$ cat config.mk
export PLATFORM = sky130hd
export DESIGN_NAME = two_level_interrupt_handler
export DESIGN_NICKNAME = d
export VERILOG_FILES = /design/src/hdl/irq_pkg.sv /design/src/hdl/irq_arbiter.sv /design/src/hdl/two_level_interrupt_handler.sv
export VERILOG_INCLUDE_DIRS = /design/src /design/src/hdl
export SDC_FILE = /design/constraint.sdc
export NUM_CORES = 1
export LEC_CHECK = 0
export BUFFER_PORTS_ARGS = -buffer_cell sky130_fd_sc_hd__buf_4
export CORE_MARGIN = 4
export CORE_UTILIZATION = 60
export CTS_BUF_LIST = sky130_fd_sc_hd__clkbuf_4 sky130_fd_sc_hd__clkbuf_8 sky130_fd_sc_hd__clkbuf_16
export DETAILED_ROUTE_END_ITERATION = 7
export HOLD_SLACK_MARGIN = 0.03
export PLACE_DENSITY = 0.95
export SYNTH_ARGS = -nofsm -noshare
export SYNTH_HDL_FRONTEND = slang
export SYNTH_SLANG_ARGS = --single-unit
$ cat constraint.sdc
create_clock -name clock -period 2.8 [get_ports clock]
set_input_delay 0 -clock clock [delete_from_list [all_inputs] [get_ports clock]]
set_output_delay 0 -clock clock [all_outputs]
set_load 0.02 [all_outputs]
$ cat src/hdl/irq_defines.svh
`ifndef IRQ_DEFINES_SVH
`define IRQ_DEFINES_SVH

// register offsets
`define IRQ_OFS_ENABLE_MAIN 8'ha8
`define IRQ_OFS_PRIORITY_MAIN 8'hb8
`define IRQ_OFS_ENABLE_EXT 8'he6
`define IRQ_OFS_PRIORITY_EXT 8'hf6
`define IRQ_OFS_PENDING_LO 8'ha7
`define IRQ_OFS_PENDING_HI 8'haf
`define IRQ_OFS_STATUS 8'hc9

// field positions
`define IRQ_GLOBAL_EN_BIT 7
`define IRQ_MAIN_SRC_COUNT 7
`define IRQ_PEND_LO_COUNT 8
`define IRQ_STAT_INSVC_LO_BIT 0
`define IRQ_STAT_INSVC_HI_BIT 1
`define IRQ_STAT_CALLING_BIT 2
`define IRQ_STAT_REQ_BIT 3

// reset values and implemented-bit masks
`define IRQ_RST_ENABLE 8'h00
`define IRQ_RST_PRIORITY 8'h00
`define IRQ_RST_PENDING 12'h000
`define IRQ_MASK_PRIORITY_MAIN 8'h7f
`define IRQ_MASK_EXT 8'hb9

// sources whose flag is cleared when the core vectors
`define IRQ_AUTO_CLEAR 12'h00f

// vector layout and timing
`define IRQ_VECTOR_BASE 16'h0003
`define IRQ_CALL_CYCLES 3'h4

`endif

$ cat src/hdl/irq_pkg.sv
package irq_pkg;

	typedef logic [11:0] src_vec_t;

	typedef struct packed {
		logic [7:0] addr;
		logic [7:0] wrData;
		logic wrStrobe;
		logic rdStrobe;
	} bus_req_t;

	typedef struct packed {
		logic instrDone;
		logic retiDone;
	} core_status_t;

	typedef struct packed {
		logic request;
		logic callStart;
		logic calling;
		logic [15:0] vector;
		logic [3:0] source;
	} call_out_t;

	typedef enum logic [1:0] {
		CALL_IDLE = 2'b00,
		CALL_RUN = 2'b01
	} call_state_t;

endpackage

$ cat src/hdl/irq_arbiter.sv
`timescale 1ns/10ps

module irq_arbiter (
	// source state
	input wire irq_pkg::src_vec_t pending,
	input wire irq_pkg::src_vec_t enable,
	input wire irq_pkg::src_vec_t highPrio,
	input wire logic globalEn,
	// service state
	input wire logic inSvcLow,
	input wire logic inSvcHigh,
	// winner
	output logic hit,
	output logic [3:0] hitSrc,
	output logic hitHigh
);

	// lowest index wins: fixed order among equals
	function automatic logic [3:0] first_set(input irq_pkg::src_vec_t v);
		logic [3:0] idx;
		idx = 4'h0;
		for (int i = 11; i >= 0; i--) begin
			if (v[i]) begin
				idx = 4'(i);
			end
		end
		return idx;
	endfunction

	irq_pkg::src_vec_t eligible;
	irq_pkg::src_vec_t highCand;
	irq_pkg::src_vec_t lowCand;

	assign eligible = pending & enable & {12{globalEn}};
	assign highCand = eligible & highPrio;
	assign lowCand = eligible & ~highPrio;

	always_comb begin
		hit = 1'b0;
		hitSrc = 4'h0;
		hitHigh = 1'b0;
		// a high-level routine is never preempted
		if (!inSvcHigh) begin
			if (highCand != 12'h000) begin
				hit = 1'b1;
				hitSrc = first_set(highCand);
				hitHigh = 1'b1;
			end else if (!inSvcLow && lowCand != 12'h000) begin
				hit = 1'b1;
				hitSrc = first_set(lowCand);
			end
		end
	end

endmodule

$ cat src/hdl/two_level_interrupt_handler.sv
`timescale 1ns/10ps
`include "irq_defines.svh"

// Behaviour
// - twelve sources, two priority levels each
// - source condition sets its pending flag
// - flag sets even when source disabled
// - enabled pending source forces long call
// - return instruction resumes interrupted program flow
// - disabled source never raises a request
// - per-source enable in main/extended register
// - individual enables need global enable set
// - global enable clear blocks every source
// - blocked interrupts stay pending until enabled
// - some flags cleared automatically at vectoring
// - flag still set after return re-requests
// - enable registers at 0xa8 and 0xe6
// - priority registers at 0xb8 and 0xf6
// - high preempts low, high never preempted
// - higher level first, then fixed order
// - decode every clock, five-cycle minimum response
// - software-set flag vectors like hardware flag
module two_level_interrupt_handler (
	// clock and reset
	input wire logic clock,
	input wire logic reset_n,
	// register port
	input wire irq_pkg::bus_req_t busReq,
	output logic [7:0] rdData,
	// source condition pulses
	input wire irq_pkg::src_vec_t srcEvent,
	// core handshake
	input wire irq_pkg::core_status_t coreStatus,
	output irq_pkg::call_out_t callOut
);

	// extended register bit of sources 7..11
	function automatic int ext_bit(input int i);
		case (i)
			7: return 0;
			8: return 3;
			9: return 4;
			10: return 5;
			default: return 7;
		endcase
	endfunction

	// vector slot of each source, which spaces the vectors; slots 8, 9 and 13 stay unused
	function automatic logic [3:0] src_order(input logic [3:0] s);
		case (s)
			4'h8: return 4'ha;
			4'h9: return 4'hb;
			4'ha: return 4'hc;
			4'hb: return 4'he;
			default: return s;
		endcase
	endfunction

	function automatic logic bus_hit(input irq_pkg::bus_req_t r, input logic [7:0] ofs);
		return r.wrStrobe && r.addr == ofs;
	endfunction

	logic [7:0] ieMain_r;
	logic [7:0] ipMain_r;
	logic [7:0] ieExt_r;
	logic [7:0] ipExt_r;
	irq_pkg::src_vec_t pending_r;
	irq_pkg::src_vec_t pending_nxt;
	irq_pkg::src_vec_t srcEnable;
	irq_pkg::src_vec_t srcHigh;
	logic inSvcLow_r;
	logic inSvcHigh_r;
	logic reqValid_r;
	logic [3:0] reqSrc_r;
	logic reqHigh_r;
	logic arbHit;
	logic [3:0] arbSrc;
	logic arbHigh;
	irq_pkg::call_state_t state_r;
	logic [2:0] callCnt_r;
	logic callStart_r;
	logic [15:0] vector_r;
	logic [3:0] source_r;
	logic [7:0] rdData_r;
	logic takeCall;
	logic callLast;

	generate
		for (genvar g = 0; g < 12; g++) begin : gSrc
			if (g < `IRQ_MAIN_SRC_COUNT) begin : gMain
				assign srcEnable[g] = ieMain_r[g];
				assign srcHigh[g] = ipMain_r[g];
			end else begin : gExt
				assign srcEnable[g] = ieExt_r[ext_bit(g)];
				assign srcHigh[g] = ipExt_r[ext_bit(g)];
			end
		end
	endgenerate

	always_ff @(posedge clock) begin
		if (!reset_n) begin
			ieMain_r <= `IRQ_RST_ENABLE;
			ieExt_r <= `IRQ_RST_ENABLE;
		end else begin
			if (bus_hit(busReq, `IRQ_OFS_ENABLE_MAIN)) begin
				ieMain_r <= busReq.wrData;
			end
			if (bus_hit(busReq, `IRQ_OFS_ENABLE_EXT)) begin
				ieExt_r <= busReq.wrData & `IRQ_MASK_EXT;
			end
		end
	end

	always_ff @(posedge clock) begin
		if (!reset_n) begin
			ipMain_r <= `IRQ_RST_PRIORITY;
			ipExt_r <= `IRQ_RST_PRIORITY;
		end else begin
			if (bus_hit(busReq, `IRQ_OFS_PRIORITY_MAIN)) begin
				ipMain_r <= busReq.wrData & `IRQ_MASK_PRIORITY_MAIN;
			end
			if (bus_hit(busReq, `IRQ_OFS_PRIORITY_EXT)) begin
				ipExt_r <= busReq.wrData & `IRQ_MASK_EXT;
			end
		end
	end

	// pending flags: software write, then vector clear, then event set
	always_comb begin
		pending_nxt = pending_r;
		if (bus_hit(busReq, `IRQ_OFS_PENDING_LO)) begin
			pending_nxt[7:0] = busReq.wrData;
		end
		if (bus_hit(busReq, `IRQ_OFS_PENDING_HI)) begin
			pending_nxt[11:8] = busReq.wrData[3:0];
		end
		// auto clear on vectoring
		// a macro literal cannot be bit-selected, so the table is masked instead
		if (takeCall && (`IRQ_AUTO_CLEAR & (12'h001 << reqSrc_r)) != 12'h000) begin
			pending_nxt[reqSrc_r] = 1'b0;
		end
		pending_nxt = pending_nxt | srcEvent;
	end

	always_ff @(posedge clock) begin
		if (!reset_n) begin
			pending_r <= `IRQ_RST_PENDING;
		end else begin
			pending_r <= pending_nxt;
		end
	end

	irq_arbiter u_irq_arbiter (
		.pending(pending_r),
		.enable(srcEnable),
		.highPrio(srcHigh),
		.globalEn(ieMain_r[`IRQ_GLOBAL_EN_BIT]),
		.inSvcLow(inSvcLow_r),
		.inSvcHigh(inSvcHigh_r),
		.hit(arbHit),
		.hitSrc(arbSrc),
		.hitHigh(arbHigh)
	);

	always_ff @(posedge clock) begin
		if (!reset_n) begin
			reqValid_r <= 1'b0;
			reqSrc_r <= 4'h0;
			reqHigh_r <= 1'b0;
		end else begin
			// a call in progress already owns the core
			reqValid_r <= arbHit && !takeCall && state_r == irq_pkg::CALL_IDLE;
			reqSrc_r <= arbSrc;
			reqHigh_r <= arbHigh;
		end
	end

	assign takeCall = state_r == irq_pkg::CALL_IDLE && reqValid_r && coreStatus.instrDone;
	assign callLast = callCnt_r == `IRQ_CALL_CYCLES - 3'h1;

	always_ff @(posedge clock) begin
		if (!reset_n) begin
			state_r <= irq_pkg::CALL_IDLE;
			callCnt_r <= 3'h0;
		end else begin
			case (state_r)
				irq_pkg::CALL_IDLE: begin
					callCnt_r <= 3'h0;
					if (takeCall) begin
						state_r <= irq_pkg::CALL_RUN;
					end
				end
				irq_pkg::CALL_RUN: begin
					callCnt_r <= callCnt_r + 3'h1;
					if (callLast) begin
						state_r <= irq_pkg::CALL_IDLE;
						callCnt_r <= 3'h0;
					end
				end
				default: begin
					state_r <= irq_pkg::CALL_IDLE;
					callCnt_r <= 3'h0;
				end
			endcase
		end
	end

	always_ff @(posedge clock) begin
		if (!reset_n) begin
			vector_r <= 16'h0000;
			source_r <= 4'h0;
			callStart_r <= 1'b0;
		end else begin
			callStart_r <= takeCall;
			if (takeCall) begin
				vector_r <= `IRQ_VECTOR_BASE + {9'h000, src_order(reqSrc_r), 3'h0};
				source_r <= reqSrc_r;
			end
		end
	end

	// level committed at vectoring so a stale request cannot slip in
	// nesting of two levels
	always_ff @(posedge clock) begin
		if (!reset_n) begin
			inSvcLow_r <= 1'b0;
			inSvcHigh_r <= 1'b0;
		end else if (takeCall) begin
			if (reqHigh_r) begin
				inSvcHigh_r <= 1'b1;
			end else begin
				inSvcLow_r <= 1'b1;
			end
		end else if (coreStatus.retiDone) begin
			if (inSvcHigh_r) begin
				inSvcHigh_r <= 1'b0;
			end else begin
				inSvcLow_r <= 1'b0;
			end
		end
	end

	// read data valid in the cycle after the strobe only
	always_ff @(posedge clock) begin
		if (!reset_n) begin
			rdData_r <= 8'h00;
		end else if (busReq.rdStrobe) begin
			case (busReq.addr)
				`IRQ_OFS_ENABLE_MAIN: rdData_r <= ieMain_r;
				`IRQ_OFS_PRIORITY_MAIN: rdData_r <= ipMain_r;
				`IRQ_OFS_ENABLE_EXT: rdData_r <= ieExt_r;
				`IRQ_OFS_PRIORITY_EXT: rdData_r <= ipExt_r;
				`IRQ_OFS_PENDING_LO: rdData_r <= pending_r[7:0];
				`IRQ_OFS_PENDING_HI: rdData_r <= {4'h0, pending_r[11:8]};
				`IRQ_OFS_STATUS: begin
					rdData_r <= {source_r, reqValid_r, state_r == irq_pkg::CALL_RUN,
						inSvcHigh_r, inSvcLow_r};
				end
				default: rdData_r <= 8'h00;
			endcase
		end else begin
			rdData_r <= 8'h00;
		end
	end

	assign rdData = rdData_r;

	always_comb begin
		callOut.request = reqValid_r;
		callOut.callStart = callStart_r;
		callOut.calling = state_r == irq_pkg::CALL_RUN;
		callOut.vector = vector_r;
		callOut.source = source_r;
	end

endmodule

# Word level (Yosys, flattened, before mapping)
# Cells that the tools add are included.
[word_totals]
word_cells = 124
output_inout_bits = 31
reg_bits = 79
[op_classes]
addsub = 2
magnitude_cmp = 2
n_eq_ne = 18
reduce_logical = 26
mux = 49
n_shift = 1
bitwise_logic = 10
[ops]
columns = ["operator", "n"]
rows = [
  ["2-to-1 mux 4 bit", 29],
  ["bitwise AND 12 bit", 5],
  ["equality test 8 bit, second input constant", 7],
  ["case mux 8 bit (7 select lines)", 1],
  ["nonzero test 12 bit", 3],
  ["inverter 12 bit", 2],
  ["equality test 4 bit, second input constant", 4],
  ["case mux 4 bit (4 select lines)", 1],
  ["logical AND 1 bit", 13],
  ["2-to-1 mux 1 bit", 12],
  ["2-to-1 mux 12 bit", 1],
  ["OR 12 bit", 1],
  ["adder 2 x 7 -> 8 bit, first input constant", 1],
  ["2-to-1 mux 8 bit", 1],
  ["inequality test 2 bit, second input constant", 3],
  ["AND reduction 2 bit", 3],
  ["< comparator 4 x 5 -> 1 bit, second input constant", 1],
  ["demux 1 bit (select 4 bit)", 1],
  [">= comparator 4 x 1 -> 1 bit, second input constant", 1],
  ["2-to-1 mux 2 bit", 2],
  ["inequality test 2 x 1 -> 1 bit, second input constant", 2],
  ["case mux 2 bit (2 select lines)", 1],
  ["left shift 1 x 4 -> 4 bit, first input constant", 1],
  ["adder 3 x 1 -> 3 bit, second input constant", 1],
  ["9 further kinds", 11],
]

# Longest topological paths before layout
[logic_depth]
word_depth = 17
mapped_depth = 8

# Hierarchy
# From an unflattened synthesis, not the netlist that was laid out.
[hier_totals]
cells_unflattened = 396
area_unflattened_um2 = 3669.8
[by_module_without_submodules]
columns = ["module", "instances", "area_each_um2", "cells_each"]
rows = [
  ["two_level_interrupt_handler", 1, 3020.4, 312],
  ["irq_arbiter", 1, 649.4, 84],
]

# Worst setup path before layout
# Ideal clock, no wire load.
[synth_timing]
path_type = "flip-flop to flip-flop"
start = "reg ieMain_r[7]"
end = "reg reqSrc_r[2]"
path_stages_with_launch = 9
arrival_ps = 1621
setup_slack_ps = 1114
cell_sequence = "dfxtp_1 -> buf_2 -> buf_2 -> nand4_1 -> nand4_1 -> or3_1 -> nor4b_1 -> a21oi_1 -> nor2_1"
[synth_between]
elab_chain_len = 15
[synth_rtl]
columns = ["item", "line", "text"]
rows = [
  ["from (decl)", "two_level_interrupt_handler.sv:63", "logic [7:0] ieMain_r;"],
  ["from (signal assigned)", "two_level_interrupt_handler.sv:102", "ieMain_r <= `IRQ_RST_ENABLE;"],
  ["from (signal assigned)", "two_level_interrupt_handler.sv:106", "ieMain_r <= busReq.wrData;"],
  ["bitwise AND 12 bit (*)", "irq_arbiter.sv:34", "assign eligible = pending & enable & {12{globalEn}};"],
  ["bitwise AND 12 bit", "irq_arbiter.sv:36", "assign lowCand = eligible & ~highPrio;"],
  ["2-to-1 mux 4 bit (11 in series)", "irq_arbiter.sv:23", "if (v[i]) begin"],
  ["2-to-1 mux 4 bit", "irq_arbiter.sv:48", "end else if (!inSvcLow && lowCand != 12'h000) begin"],
  ["2-to-1 mux 4 bit (*)", "irq_arbiter.sv:44", "if (highCand != 12'h000) begin"],
  ["to (signal assigned)", "two_level_interrupt_handler.sv:173", "reqSrc_r <= arbSrc;"],
  ["to (decl)", "two_level_interrupt_handler.sv:74", "logic [3:0] reqSrc_r;"],
]
# Mark *: on every way between the ends. The rest lies on a longest branch, timed or not.
# A chain may end at the register's enable or synchronous reset.

# Final worst setup path
[layout_timing]
start = "reg ieMain_r[7]"
end = "reg reqSrc_r[0]"
[layout_between]
elab_chain_len = 16
[layout_rtl]
columns = ["item", "line"]
rows = [
  ["bitwise AND 12 bit (*)", "irq_arbiter.sv:34"],
  ["bitwise AND 12 bit", "irq_arbiter.sv:36"],
  ["2-to-1 mux 4 bit (12 in series)", "irq_arbiter.sv:23"],
  ["2-to-1 mux 4 bit", "irq_arbiter.sv:48"],
  ["2-to-1 mux 4 bit (*)", "irq_arbiter.sv:44"],
]
# Marked as above.

==> flow_summary.toml <==
[global_routing]
grt_pass1_wl_mm = 16.1
grt_max_degree = 54
grt_pass1_vias = 3290
grt_util_all_layers_pct = 29.2
grt-ovfl-total = 0
grt_antenna_before_repair = 0

[die]
die-width_um = 83.5
die_h_um = 83.5
start_util_pct = 62.2
dieArea_um2 = 6980
rows = 27
num_io_pins = 65
core_um2 = 5510

[finish]
layout_commonest_cell = "dfxtp_1"
fin_util_pct = 76.9
antenna_cells = 0
drive_above_1_share_pct = 17.8
nets = 493
area_growth_pct = 23.6
layout_common_cells = "dfxtp_1 (67), buf_4 (57), nand2_1 (40)"

[critical_path]
crit-reg2reg-launch = "ieMain_r[7]"
regToRegEndpoint = "reqSrc_r[0]"
regToRegSetupSlack_ns = 0.61
ff2ff_path_depth = 5
worstPathArrival_ns = 2.43
start_kind = "register"
critPathCaptureType = "register"
critPathMaxFanout = 28
critPathKind = "register to register"
cp.required_ns = 3.04

[cts]
cts_buffer_depth = 2
clkSinkCount = 67
htree_levels = 3
cts_root_buf = "clkbuf_8"
clkTransAtPathRegs_ns = 0.07
post_cts_resized = 0
numCtsBuffers = 9
clk_latency_ns = 0.35
cts_tree = "done"

[placement]
io_buffers = 54
routabilityCongestion = 0.953
post-dp-hpwl_mm = 6.70

[synthesis]
yosys_most_used_dff = "dfxtp_1"
yosysWarnings = 0
ys_async_sr_fraction_pct = 0
synth_top_area_cell = "dfxtp_1"
synth_seq_cells = 67
synth_cells = 385
seq_area_frac_synth_pct = 39.2
avgSynthCellArea_um2 = 8.89
netlist_area_um2 = 3420
synth_area_leaders = "dfxtp_1 (39%), mux2i_1 (5.3%), nand2_1 (4.4%), nand3_1 (3.8%), a21boi_1 (3.3%)"
synth-edff-count = 0
yosysTopAreaCellShare_pct = 39.2
synth_cell_type_count = 54

[worst_hold_path]
hold_depth = 3
hold_path_class = "input pin to register"
min_to = "ieMain_r[5]"
min-delay-start = "busReq[1]"

[timing]
layout_min_cycle_time_ns = 2.19
worst_pin_slew_ns = 0.869
rsz0062_at_grt = "false"
whs_ns = 0.0706
relSlewSlack_pct = 42.0
hold_viol = 0
setup_tns_ns = 0
fin_crit_sh_pct = 78.0
skew_ns = 0.00657
setup_viol = 0
final-max-slew-violation-count = 0
fmax_ghz = 0.458

[route]
vias_per_cell = 6.32
drc = 0
drtIter0Drc = 253
drt_wl_total_mm = 10.1
vias = 3369
antenna_left = 0
wl_per_cell_um = 18.9
dr.pass1.iters = 5

[power]
p_leak_nw = 1.67
peakVddDrop_v = 0.000366
power_density_nw_per_um2 = 437
p_total_w = 0.00185

[status]
status = "finished, final reports clean"

[job]
maxCapViolCount = 0
[Yosys cell counts (all sizes together), types with 13 or more instances]
cell type,count
nand4,14
nand2,41
nor2b,13
nand3,26
buf,22
a21oi,14
dfxtp,67
nor2,21
o21a,15
mux2i,18
a21boi,24
[critical path: stages, from the launching register on]
cell and delay, ns:
dfxtp_1 0.89, nand4_1 0.30, nand4_1 0.25, or3_1 0.20, nand3b_1 0.13, o32ai_1 0.31
[cells by family (layout without fill, tap and decap cells)]
logic type	count (synthesis)	count (layout)	share of synthesized area, %
buffers and inverters	39	106	6.03
multiplexers	26	26	7.89
AND/OR/NAND/NOR	157	157	26.5
other	1	10	0.110
AO/OA/AOI/OAI	93	93	19.5
flip-flops	67	67	39.2
adder cells (fa/ha/maj)	2	2	0.731
[final cells by class]
cell class,count,area (µm²)
flip-flops and latches,67,1340
multi-input cells,288,1910
clock buffers,10,138
inverters,7,26.3
repair buffers,84,698
clock inverters,5,30.0
well taps,72,90.1
fillers,409,1270
[stage by stage]
| step | setup slack (ns) | cells | instance area (µm²) |
|---|---|---|---|
| after floorplan | 1.11 | 394 | 3460 |
| after global placement | 0.750 | 491 | 3790 |
| after detailed placement | 0.693 | 491 | 3790 |
| after CTS | 0.671 | 533 | 4230 |
| after global routing | 0.467 | 533 | 4230 |
| final | 0.615 | 533 | 4230 |
[worst max path at each step]
stage	start	slack, ns	cells past startpoint	end
floorplan	ieMain_r[7]	1.11	8	reqSrc_r[2]
global placement	ieMain_r[7]	0.75	6	reqValid_r
detailed placement	ieMain_r[7]	0.69	6	reqValid_r
CTS	ieMain_r[7]	0.67	5	reqSrc_r[0]
global route	ieMain_r[7]	0.47	5	reqSrc_r[0]
finish	ieMain_r[7]	0.61	5	reqSrc_r[0]
[sequential cells by signal, indices dropped and copies added (netlist names), 3 cells and up]
register,flops
pending_r,12
source_r,4
rdData,8
vector_r,5
callCnt_r,3
ieExt_r,5
ipMain_r,7
reqSrc_r,4
ieMain_r,8
ipExt_r,5
[power by group]
group          leakage [nW]  internal (W)  total [W]  switching, W
Combinational          1.04     0.0000839   0.000161     0.0000776
Sequential            0.543      0.000965   0.000982     0.0000171
Clock                0.0839      0.000335   0.000706      0.000370
[layer usage]
metal  global-route usage [%]  routed length, µm
met1                     34.7               3940
met2                     46.9               4750
met3                     7.31                892
met4                     18.6                510
met5                        0                  0
[timing repair]
| item | 4_1_cts | 5_1_grt |
|---|---|---|
| endpoints found under the setup margin | 0 | 0 |
| hold buffers | 27 | 0 |
| endpoints found under the hold margin | 37 | 0 |
| setup buffers | 0 | 0 |
Power figures use the tool's default switching activity.
